## src/rtl/lsf_pkg.sv

```systemverilog
// package: register map, field positions and timing constants of the status block
package lsf_pkg;

  // ==========================================================
  // register indices (printed offsets are not multiples of four)
  localparam logic [7:0] LSF_IDX_STATUS = 8'h09;
  localparam logic [7:0] LSF_IDX_CONTROL = 8'h08;
  localparam logic [7:0] LSF_IDX_IRQ_STAT = 8'h0A;
  localparam logic [7:0] LSF_IDX_IRQ_MASK = 8'h0B;

  // ==========================================================
  // status field positions
  localparam int LSF_B_ACTIVE = 7;
  localparam int LSF_B_IDLE = 6;
  localparam int LSF_B_ABORT = 5;
  localparam int LSF_B_IDRX = 4;
  localparam int LSF_B_PEND = 3;
  localparam int LSF_B_ERR = 2;
  localparam int LSF_B_WAKE = 1;
  localparam int LSF_B_DONE = 0;

  // ==========================================================
  // control field positions
  localparam int LSF_C_STOP = 7;
  localparam int LSF_C_IRQCLR = 3;
  localparam int LSF_C_ERRCLR = 2;
  localparam int LSF_C_SLAVE = 0;

  // ==========================================================
  // reset values
  localparam logic [7:0] LSF_RST_STATUS = 8'h00;
  localparam logic [7:0] LSF_RST_CONTROL = 8'h00;
  localparam logic [7:0] LSF_RST_MASK = 8'h00;

  // ==========================================================
  // timing
  localparam longint LSF_CLK_HZ = 50000000;
  localparam longint LSF_IDLE_S = 4;
  localparam longint LSF_IDLE_CYC = LSF_IDLE_S * LSF_CLK_HZ;

  // ==========================================================
  // bus events from the link engine
  typedef struct packed {
    logic activity;
    logic sleeping;
    logic break_rx;
    logic break_cut;
    logic id_rx;
    logic irq_req;
    logic err;
    logic wake_tx;
    logic wake_rx;
    logic xfer_start;
    logic xfer_done;
  } lsf_evt_t;

  typedef enum logic [1:0] {
    LSF_X_IDLE = 2'b00,
    LSF_X_BUSY = 2'b01,
    LSF_X_DONE = 2'b10
  } lsf_xfer_t;

endpackage

```

## src/rtl/lsf_status.sv

```systemverilog
// link status register block with APB slave and interrupt
//
// The APB register port was left to the implementer.
`timescale 1ns/10ps
`default_nettype none
module lsf_status
  import lsf_pkg::*;
#(
  parameter longint IDLE_CYC = LSF_IDLE_CYC,
  parameter int IDLE_CW = 28
) (
  input wire logic pclk,
  input wire logic presetn,
  input wire logic ce,
  input wire logic psel,
  input wire logic penable,
  input wire logic pwrite,
  input wire logic [11:0] paddr,
  input wire logic [31:0] pwdata,
  output logic [31:0] prdata,
  output logic pready,
  output logic pslverr,
  input wire lsf_evt_t evt,
  output logic [7:0] link_status_out,
  output logic xfer_stop_out,
  output logic irq
);
  // ==========================================================
  // apb decode
  function automatic logic hit(input logic [11:0] a, input logic [7:0] idx);
    hit = (a == {2'b00, idx, 2'b00});
  endfunction

  wire logic acc = psel && penable && ce;
  wire logic sel_st = hit(paddr, LSF_IDX_STATUS);
  wire logic sel_ct = hit(paddr, LSF_IDX_CONTROL);
  wire logic sel_is = hit(paddr, LSF_IDX_IRQ_STAT);
  wire logic sel_im = hit(paddr, LSF_IDX_IRQ_MASK);
  wire logic mapped = sel_st || sel_ct || sel_is || sel_im;
  wire logic wr = acc && pwrite && pready;
  wire logic rd = acc && !pwrite && !pready;
  wire logic wr_ct = wr && sel_ct;
  wire logic wr_im = wr && sel_im;
  wire logic rd_is = rd && sel_is;

  // ==========================================================
  // control register; clear bits self-clear
  logic [7:0] ctrl_ff;
  wire logic [7:0] wdat = pwdata[7:0];
  wire logic irq_clear_cmd = wr_ct && wdat[LSF_C_IRQCLR];
  wire logic error_clear_cmd = wr_ct && wdat[LSF_C_ERRCLR];
  wire logic stop_cmd = wr_ct && wdat[LSF_C_STOP];
  wire logic slave = ctrl_ff[LSF_C_SLAVE];
  wire logic [7:0] nxt_ctrl = wr_ct ?
    (wdat & ~(8'h01 << LSF_C_IRQCLR) & ~(8'h01 << LSF_C_ERRCLR) &
     ~(8'h01 << LSF_C_STOP)) : ctrl_ff;

  // ==========================================================
  // idle timer
  logic idle_exp;
  lsf_idle_timer #(
    .CW(IDLE_CW),
    .LIMIT(IDLE_CYC)
  ) u_idle (
    .pclk(pclk),
    .presetn(presetn),
    .ce(ce),
    .restart(evt.activity || !slave || evt.sleeping),
    .expired(idle_exp)
  );

  // ==========================================================
  // status flags
  logic [7:0] st_ff;
  logic [7:0] nxt_st;
  lsf_xfer_t xs_ff;
  lsf_xfer_t nxt_xs;

  always_comb begin
    nxt_st = st_ff;
    nxt_st[LSF_B_ACTIVE] = evt.activity;
    nxt_st[LSF_B_IDLE] = slave && idle_exp && !evt.sleeping;
    if (!slave) begin
      nxt_st[LSF_B_ABORT] = 1'b0;
      nxt_st[LSF_B_IDRX] = 1'b0;
    end else begin
      if (evt.break_rx && !evt.break_cut) begin
        nxt_st[LSF_B_ABORT] = 1'b0;
      end
      if (stop_cmd) begin
        nxt_st[LSF_B_ABORT] = 1'b1;
      end
      if (evt.xfer_start) begin
        nxt_st[LSF_B_IDRX] = 1'b0;
      end
      if (evt.id_rx) begin
        nxt_st[LSF_B_IDRX] = 1'b1;
      end
    end
    if (irq_clear_cmd) begin
      nxt_st[LSF_B_PEND] = 1'b0;
    end
    if (evt.irq_req) begin
      nxt_st[LSF_B_PEND] = 1'b1;
    end
    if (error_clear_cmd) begin
      nxt_st[LSF_B_ERR] = 1'b0;
    end
    if (evt.err) begin
      nxt_st[LSF_B_ERR] = 1'b1;
    end
    if (evt.wake_tx || evt.wake_rx) begin
      nxt_st[LSF_B_WAKE] = 1'b1;
    end else if (evt.xfer_start) begin
      nxt_st[LSF_B_WAKE] = 1'b0;
    end
    nxt_st[LSF_B_DONE] = (nxt_xs == LSF_X_DONE);
  end

  always_comb begin
    case (xs_ff)
      LSF_X_IDLE: nxt_xs = evt.xfer_start ? LSF_X_BUSY : LSF_X_IDLE;
      LSF_X_BUSY: nxt_xs = evt.xfer_done ? LSF_X_DONE : LSF_X_BUSY;
      LSF_X_DONE: nxt_xs = evt.xfer_start ? LSF_X_BUSY : LSF_X_DONE;
      default: nxt_xs = LSF_X_IDLE;
    endcase
  end

  // ==========================================================
  // interrupt status and mask
  logic [7:0] is_ff;
  logic [7:0] im_ff;
  wire logic [7:0] rise = nxt_st & ~st_ff;
  wire logic [7:0] nxt_is = (rd_is ? 8'h00 : is_ff) | rise;
  wire logic [7:0] nxt_im = wr_im ? wdat : im_ff;

  // ==========================================================
  // read mux
  wire logic [7:0] rmux = sel_st ? st_ff :
    sel_ct ? ctrl_ff : sel_is ? is_ff : sel_im ? im_ff : 8'h00;

  always_ff @(posedge pclk or negedge presetn) begin
    if (!presetn) begin
      st_ff <= LSF_RST_STATUS;
      xs_ff <= LSF_X_IDLE;
      ctrl_ff <= LSF_RST_CONTROL;
      is_ff <= LSF_RST_STATUS;
      im_ff <= LSF_RST_MASK;
    end else if (ce) begin
      st_ff <= nxt_st;
      xs_ff <= nxt_xs;
      ctrl_ff <= nxt_ctrl;
      is_ff <= nxt_is;
      im_ff <= nxt_im;
    end
  end

  always_ff @(posedge pclk or negedge presetn) begin
    if (!presetn) begin
      prdata <= 32'h0000_0000;
      pready <= 1'b0;
      pslverr <= 1'b0;
      link_status_out <= LSF_RST_STATUS;
      xfer_stop_out <= 1'b0;
      irq <= 1'b0;
    end else if (ce) begin
      pready <= acc && !pready;
      pslverr <= acc && !pready && !mapped;
      prdata <= rd ? {24'h000000, rmux} : 32'h0000_0000;
      link_status_out <= nxt_st;
      xfer_stop_out <= stop_cmd;
      irq <= |(nxt_is & nxt_im);
    end
  end
endmodule
`default_nettype wire

```

## src/rtl/lsf_idle_timer.sv

```systemverilog
// idle timer: counts cycles without bus activity
`timescale 1ns/10ps
`default_nettype none
module lsf_idle_timer
  import lsf_pkg::*;
#(
  parameter int CW = 28,
  parameter longint LIMIT = LSF_IDLE_CYC
) (
  input wire logic pclk,
  input wire logic presetn,
  input wire logic ce,
  input wire logic restart,
  output logic expired
);
  // ==========================================================
  // counter
  logic [CW-1:0] cnt_ff;
  wire logic at_lim = (cnt_ff >= CW'(LIMIT - 1));
  wire logic [CW-1:0] nxt_cnt = restart ? '0 :
    (at_lim ? cnt_ff : cnt_ff + CW'(1));

  always_ff @(posedge pclk or negedge presetn) begin
    if (!presetn) begin
      cnt_ff <= '0;
    end else if (ce) begin
      cnt_ff <= nxt_cnt;
    end
  end

  assign expired = at_lim && !restart;
endmodule
`default_nettype wire

```

## config.mk

```make
export PLATFORM = sky130hd
export DESIGN_NAME = lsf_status
export DESIGN_NICKNAME = d
export VERILOG_FILES = /design/src/rtl/lsf_pkg.sv /design/src/rtl/lsf_status.sv /design/src/rtl/lsf_idle_timer.sv
export SDC_FILE = /design/constraint.sdc
export NUM_CORES = 1
export LEC_CHECK = 0
export BUFFER_PORTS_ARGS = -buffer_cell sky130_fd_sc_hd__buf_2
export CORE_ASPECT_RATIO = 0.8
export CORE_MARGIN = 2
export CORE_UTILIZATION = 57
export DETAILED_ROUTE_END_ITERATION = 10
export GPL_ROUTABILITY_DRIVEN = 0
export PLACE_DENSITY = 0.86
export SLEW_MARGIN = 20
export SYNTH_ARGS = -nofsm -noshare
export SYNTH_HDL_FRONTEND = slang
export SYNTH_SLANG_ARGS = --single-unit
```

## constraint.sdc

```tcl
create_clock -name pclk -period 4.3 [get_ports pclk]
set_clock_uncertainty 0.05 [all_clocks]
set_input_delay 0.43 -clock pclk [delete_from_list [all_inputs] [get_ports pclk]]
set_output_delay 0.43 -clock pclk [all_outputs]
set_load 0.005 [all_outputs]
```

Word level (Yosys, flattened, before mapping) --
Cells that the tools add are included.
Word-level totals: bits of input ports 61, word-level logic and storage cells 84, output and inout port bits 44, register bits after elaboration 95
Operators by class: add/subtract/negate cells 1, $lt $le $gt $ge 1, reductions and logical operators 35, muxes and demuxes 24, eq/ne operators 8, bitwise gates (word level) 4
Operators with widths (number):
- two-way mux 28 bit | 2
- two-way mux 8 bit | 7
- equality test 12 x 6 -> 1 bit, second input constant | 4
- adder 28 x 1 -> 28 bit, second input constant | 1
- greater-or-equal comparator 28 bit, second input constant | 1
- logical AND 1 bit | 18
- bitwise AND 8 bit | 2
- two-way mux 1 bit | 11
- NOT 8 bit | 1
- bitwise OR 8 bit | 1
- OR reduction 8 bit | 1
- zero test 1 bit | 7
- logical OR 1 bit | 6
- two-way mux 2 bit | 3
- one-hot mux 2 bit (3 select lines) | 1
- equality test 2 bit, second input constant | 2
- AND reduction 2 bit | 2
- equality test 2 x 1 -> 1 bit, second input constant | 1
- zero test 2 bit | 1
- != test 2 x 1 -> 1 bit, second input constant | 1

Depth between registers and ports, before layout --
depth in word-level cells 12, mapped depth 9, mapped depth without buffers 8

Hierarchy --
A second synthesis with hierarchy kept.
Unflattened totals: cell total of the unflattened synthesis 461, area, all modules 4365.4 um2
Modules (own cells, without submodules):
- lsf_status | cells each 244, instances 1, area an instance 2369.8 um2, sequential area each 1076.0 um2
- lsf_idle_timer | cells each 217, instances 1, area an instance 1995.7 um2, sequential area each 700.7 um2

Worst setup path before layout --
No wires, ideal clock.
path kind input port to flip-flop, start input paddr[7], end register irq, library setup time 143 ps, stages 7, path buffers 0, setup slack 1258 ps, required time 4107 ps, arrival 2849 ps, cells stage by stage or4_4 > or4_4 > nor3_4 > mux2_2 > a21boi_2 > a2111oi_1 > a31oi_1
Between the ends: longest elaborated chain between the ends 9, elaborated cells on any way between the ends 21, classes of those cells eq/ne: 3; mux: 8; bitwise: 3; reduce/logical: 7
RTL lines:
- start, declared | line lsf_status.sv:18 | input wire logic [11:0] paddr,
- equality test 12 x 6 -> 1 bit | line lsf_status.sv:31 | hit = (a == {2'b00, idx, 2'b00});
- logical AND 1 bit | line lsf_status.sv:42 | wire logic wr_ct = wr && sel_ct;
- logical AND 1 bit, on equally long branches | line lsf_status.sv:51, lsf_status.sv:50, lsf_status.sv:52
- two-way mux 1 bit, on equally long branches | line lsf_status.sv:106, lsf_status.sv:90, lsf_status.sv:100
- two-way mux 1 bit (tied with other cells) | line lsf_status.sv:109 | if (evt.err) begin
- bitwise AND 8 bit | line lsf_status.sv:133 | wire logic [7:0] rise = nxt_st & ~st_ff;
- bitwise OR 8 bit | line lsf_status.sv:134 | wire logic [7:0] nxt_is = (rd_is ? 8'h00 : is_ff) | rise;
- bitwise AND 8 bit (*) | line lsf_status.sv:172 | irq <= |(nxt_is & nxt_im);
- OR reduction 8 bit (*) | line lsf_status.sv:172
- end signal, assigned | line lsf_status.sv:172
- end, declared | line lsf_status.sv:26 | output logic irq
Mark *: on every way between the ends. The rest lies on a longest branch, timed or not. A chain may end at the register's enable or synchronous reset.

Worst setup path after layout --
Same ends and word-level chain as after synthesis.

==> flow_metrics.tcl <==
set metrics [dict create \
    outcome "complete, no violations" \
    internal-power_mw 0.982 \
    synth_flop_cell "dfrtp_1" \
    min_path_type "in -> async" \
    r2r-end "u_idle.cnt_ff[22]" \
    portBuffers 56 \
    reg2reg_from "u_idle.cnt_ff[0]" \
    p_sw_mw 0.318 \
    worst_pin_slew_ns 0.799 \
    clock_sinks 71 \
    dpl_cell_area_um2 4050 \
    core_um2 6410 \
    synthTopCellsByArea "dfrtp_1, buf_4, nand2_1" \
    drt-total-wl_um 8220 \
    synth-edff-count 0 \
    dr.pass1.iters 4 \
    fmax_mhz 321 \
    drive_gt1_share_pct 24.5 \
    initial_core_util_pct 58.8 \
    worst_skew_pair.late_latency_ns 0.35 \
    finalSetupTns_ns 0 \
    grt_pass1_vias 2791 \
    drc 0 \
    drv_slew 0 \
    setup_viol 0 \
    detail_route.wl_per_cell_um 15.8 \
    crit_chain "buf_2 > or4_4 > or4_4 > nor3_4 > mux2_2 > a21boi_2 > a2111oi_1 > a31oi_1" \
    comb_power_share_pct 7.7 \
    synth_area_leader_cell "dfrtp_1" \
    p_leak_nw 2.00 \
    grt_usage_pct 24.1 \
    postCtsSetupBuffers 0 \
    areaGrowthSynthToFinish_pct 12.4 \
    grt_antenna_before_repair 0 \
    postCtsHoldBufs 0 \
    num_rows 26 \
    endpoint_kind "flip-flop" \
    yosysSeqAreaShare_pct 47.1 \
    yosys_warnings 0 \
    synth_top_area_share_pct 47.1 \
    antenna_cells 0 \
    synth_top_family_by_area "simple AND/OR/NAND/NOR gates" \
    cp_max_fo 8 \
    yosysUniqueCellTypes 57 \
    swShare_pct 24.4 \
    synth_xor_area_share_pct 3.72 \
    regArea_um2 1780 \
    maxCapViolCount 0 \
    crit_type "in -> reg" \
    vias 2963 \
    rsz0062_at_grt "no" \
    post_cts_resized 0 \
    cts_tree "yes" \
    slew_headroom_pct 46.8 \
    dp_hpwl_um 5890 \
    fill_cells 506 \
    ir_drop_mv 0.279 \
    grt_pass1_wl_um 13500 \
    max_stage_delay_ns 0.56 \
    cp.arrival_ns 3.26 \
    synthArstFlopShare_pct 100 \
    crit_top_cell "or4_4" \
    grt_max_degree 38 \
    drt_iter0_drc 220 \
    synth_commonest_cells "dfrtp_1, nand2_1, nor2_1" \
    clockBufferDepth 2 \
    reg2reg_setup_slack_ns 1.41 \
    cp.required_ns 4.45 \
    synth_cells 373 \
    nets 494 \
    multi_input_comb_area_um2 1820 \
    fp.dieW_um 94.9 \
    fin_crit_sh_pct 72.4 \
    finalPower_mw 1.30 \
    vias_per_cell 5.70 \
    synth_mux_area_share_pct 7.57 \
    slowest_stage "or4_4" \
    grt_overflow 0 \
    worstRegToRegCells 9 \
    die_h_um 76.7 \
    pwr-share-seq_pct 53.2 \
    synth_compound_area_share_pct 13.3 \
    cts_buffers 9 \
    power_density_nw_per_um2 307 \
    io_pins 105 \
    finalHoldViolations 0 \
    syn-cell-area_um2 3770 \
    avgSynthCellArea_um2 10.1 \
    die_area_um2 7280 \
    start_kind "input port" \
    post-route-min-period_ns 3.11 \
    h-tree-depth 3 \
    root_buffer "clkbuf_8" \
    stdcell_area_um2 4240 \
    path_clk_slew_ns 0.08 \
    ant_nets 0 \
    synth_seq_cells 71 \
    synthAdderAreaFrac_pct 0.332 \
    p_clk_share_pct 39.1 \
    synth.most_common_cell "dfrtp_1" \
    yosys.area_share.simple_pct 20.9 \
]
-- cell usage in the layout (no fill, tap or decap), types with 3 or more instances in the layout --
cell       netlist  layout
a21oi_1          9       9
nand2_1         45      45
buf_4           24       4
a22o_1           7       7
o21a_1           3       3
o2bb2ai_1        3       3
nand3_1         20      20
mux4_2           5       5
nor2_1          25      25
a21boi_2         3       3
o21ai_0         23      23
o31ai_1          4       4
dfrtp_1         71      71
nand4_1          7       7
clkinv_2         0       3
nor3_1           6       6
a22oi_1          3       3
or4_1            4       4
inv_1           11      11
and3_1          12      12
and4_1           3       3
mux2_2          14      14
xor2_1          14      14
buf_2            0      56
clkbuf_8         0       9
or3_1            6       6
conb_1           1      24
-- worst max-delay path by stage --
stage	start	endpoint	slack [ns]
2_1_floorplan	paddr[7]	irq	1.26
3_3_place_gp	paddr[7]	irq	0.88
3_5_place_dp	paddr[7]	irq	0.79
4_1_cts	paddr[7]	irq	1.15
5_1_grt	paddr[7]	irq	1.06
6_report	paddr[7]	irq	1.19
-- layout make-up --
| class | instances | area share, % |
|---|---|---|
| Clock buffer | 9 | 2.92 |
| Sequential cell | 71 | 41.9 |
| Timing Repair Buffer | 60 | 7.32 |
| Inverter | 11 | 0.975 |
| Clock inverter | 6 | 1.48 |
| Tap cell | 84 | 2.48 |
| Multi-Input combinational cell | 279 | 42.9 |
-- worst max-delay path, delay by kind of cell --
kind,cells,cell delay [ns]
AND/OR/NAND/NOR,3,1.60
multiplexers,1,0.40
AO/OA/AOI/OAI,3,0.72
buffers and inverters,1,0.10
-- stage by stage --
step	util [%]	hold slack (ns)	worst slack, ns	cells
2_1_floorplan	-	0.0844	1.26	396
3_3_place_gp	63.2	0.416	0.884	505
3_5_place_dp	63.2	0.430	0.794	505
4_1_cts	66.1	0.114	1.15	520
5_1_grt	66.1	0.156	1.06	520
6_report	66.1	0.117	1.19	520
-- power by group through the flow --
stage          Clock [mW]  Sequential [mW]  Combinational (mW)
2_1_floorplan           0            0.702              0.0659
3_3_place_gp            0            0.703              0.0972
3_5_place_dp            0            0.704               0.100
4_1_cts             0.522            0.691               0.101
5_1_grt             0.553            0.693               0.114
6_report            0.508            0.691               0.100
-- registers in the layout (all words and copies together) (netlist names) --
signal,count
u_idle.cnt_ff,28
im_ff,8
is_ff,8
link_status_out,8
prdata,8
ctrl_ff,5
xs_ff,2
irq,1
pready,1
pslverr,1
xfer_stop_out,1
-- routing by layer --
metal | part of all wire [%] | track usage [%] | vias up | routed length [µm]
met4 | 1.4 | 7.54 | 0 | 113
met2 | 46 | 36.0 | 117 | 3770
met5 | 0 | 0 | - | 0
met3 | 6.4 | 5.30 | 11 | 524
met1 | 46 | 35.2 | 1413 | 3810
li1 | - | - | 1422 | -
-- cell families after synthesis --
logic type               Yosys count
AND/OR/NAND/NOR                  146
buffers and inverters             46
other                              1
multiplexers                      20
AO/OA/AOI/OAI                     72
flip-flops                        71
XOR/XNOR                          16
adder cells (fa/ha/maj)            1
Note: power is estimated with default switching activity, not from simulation.
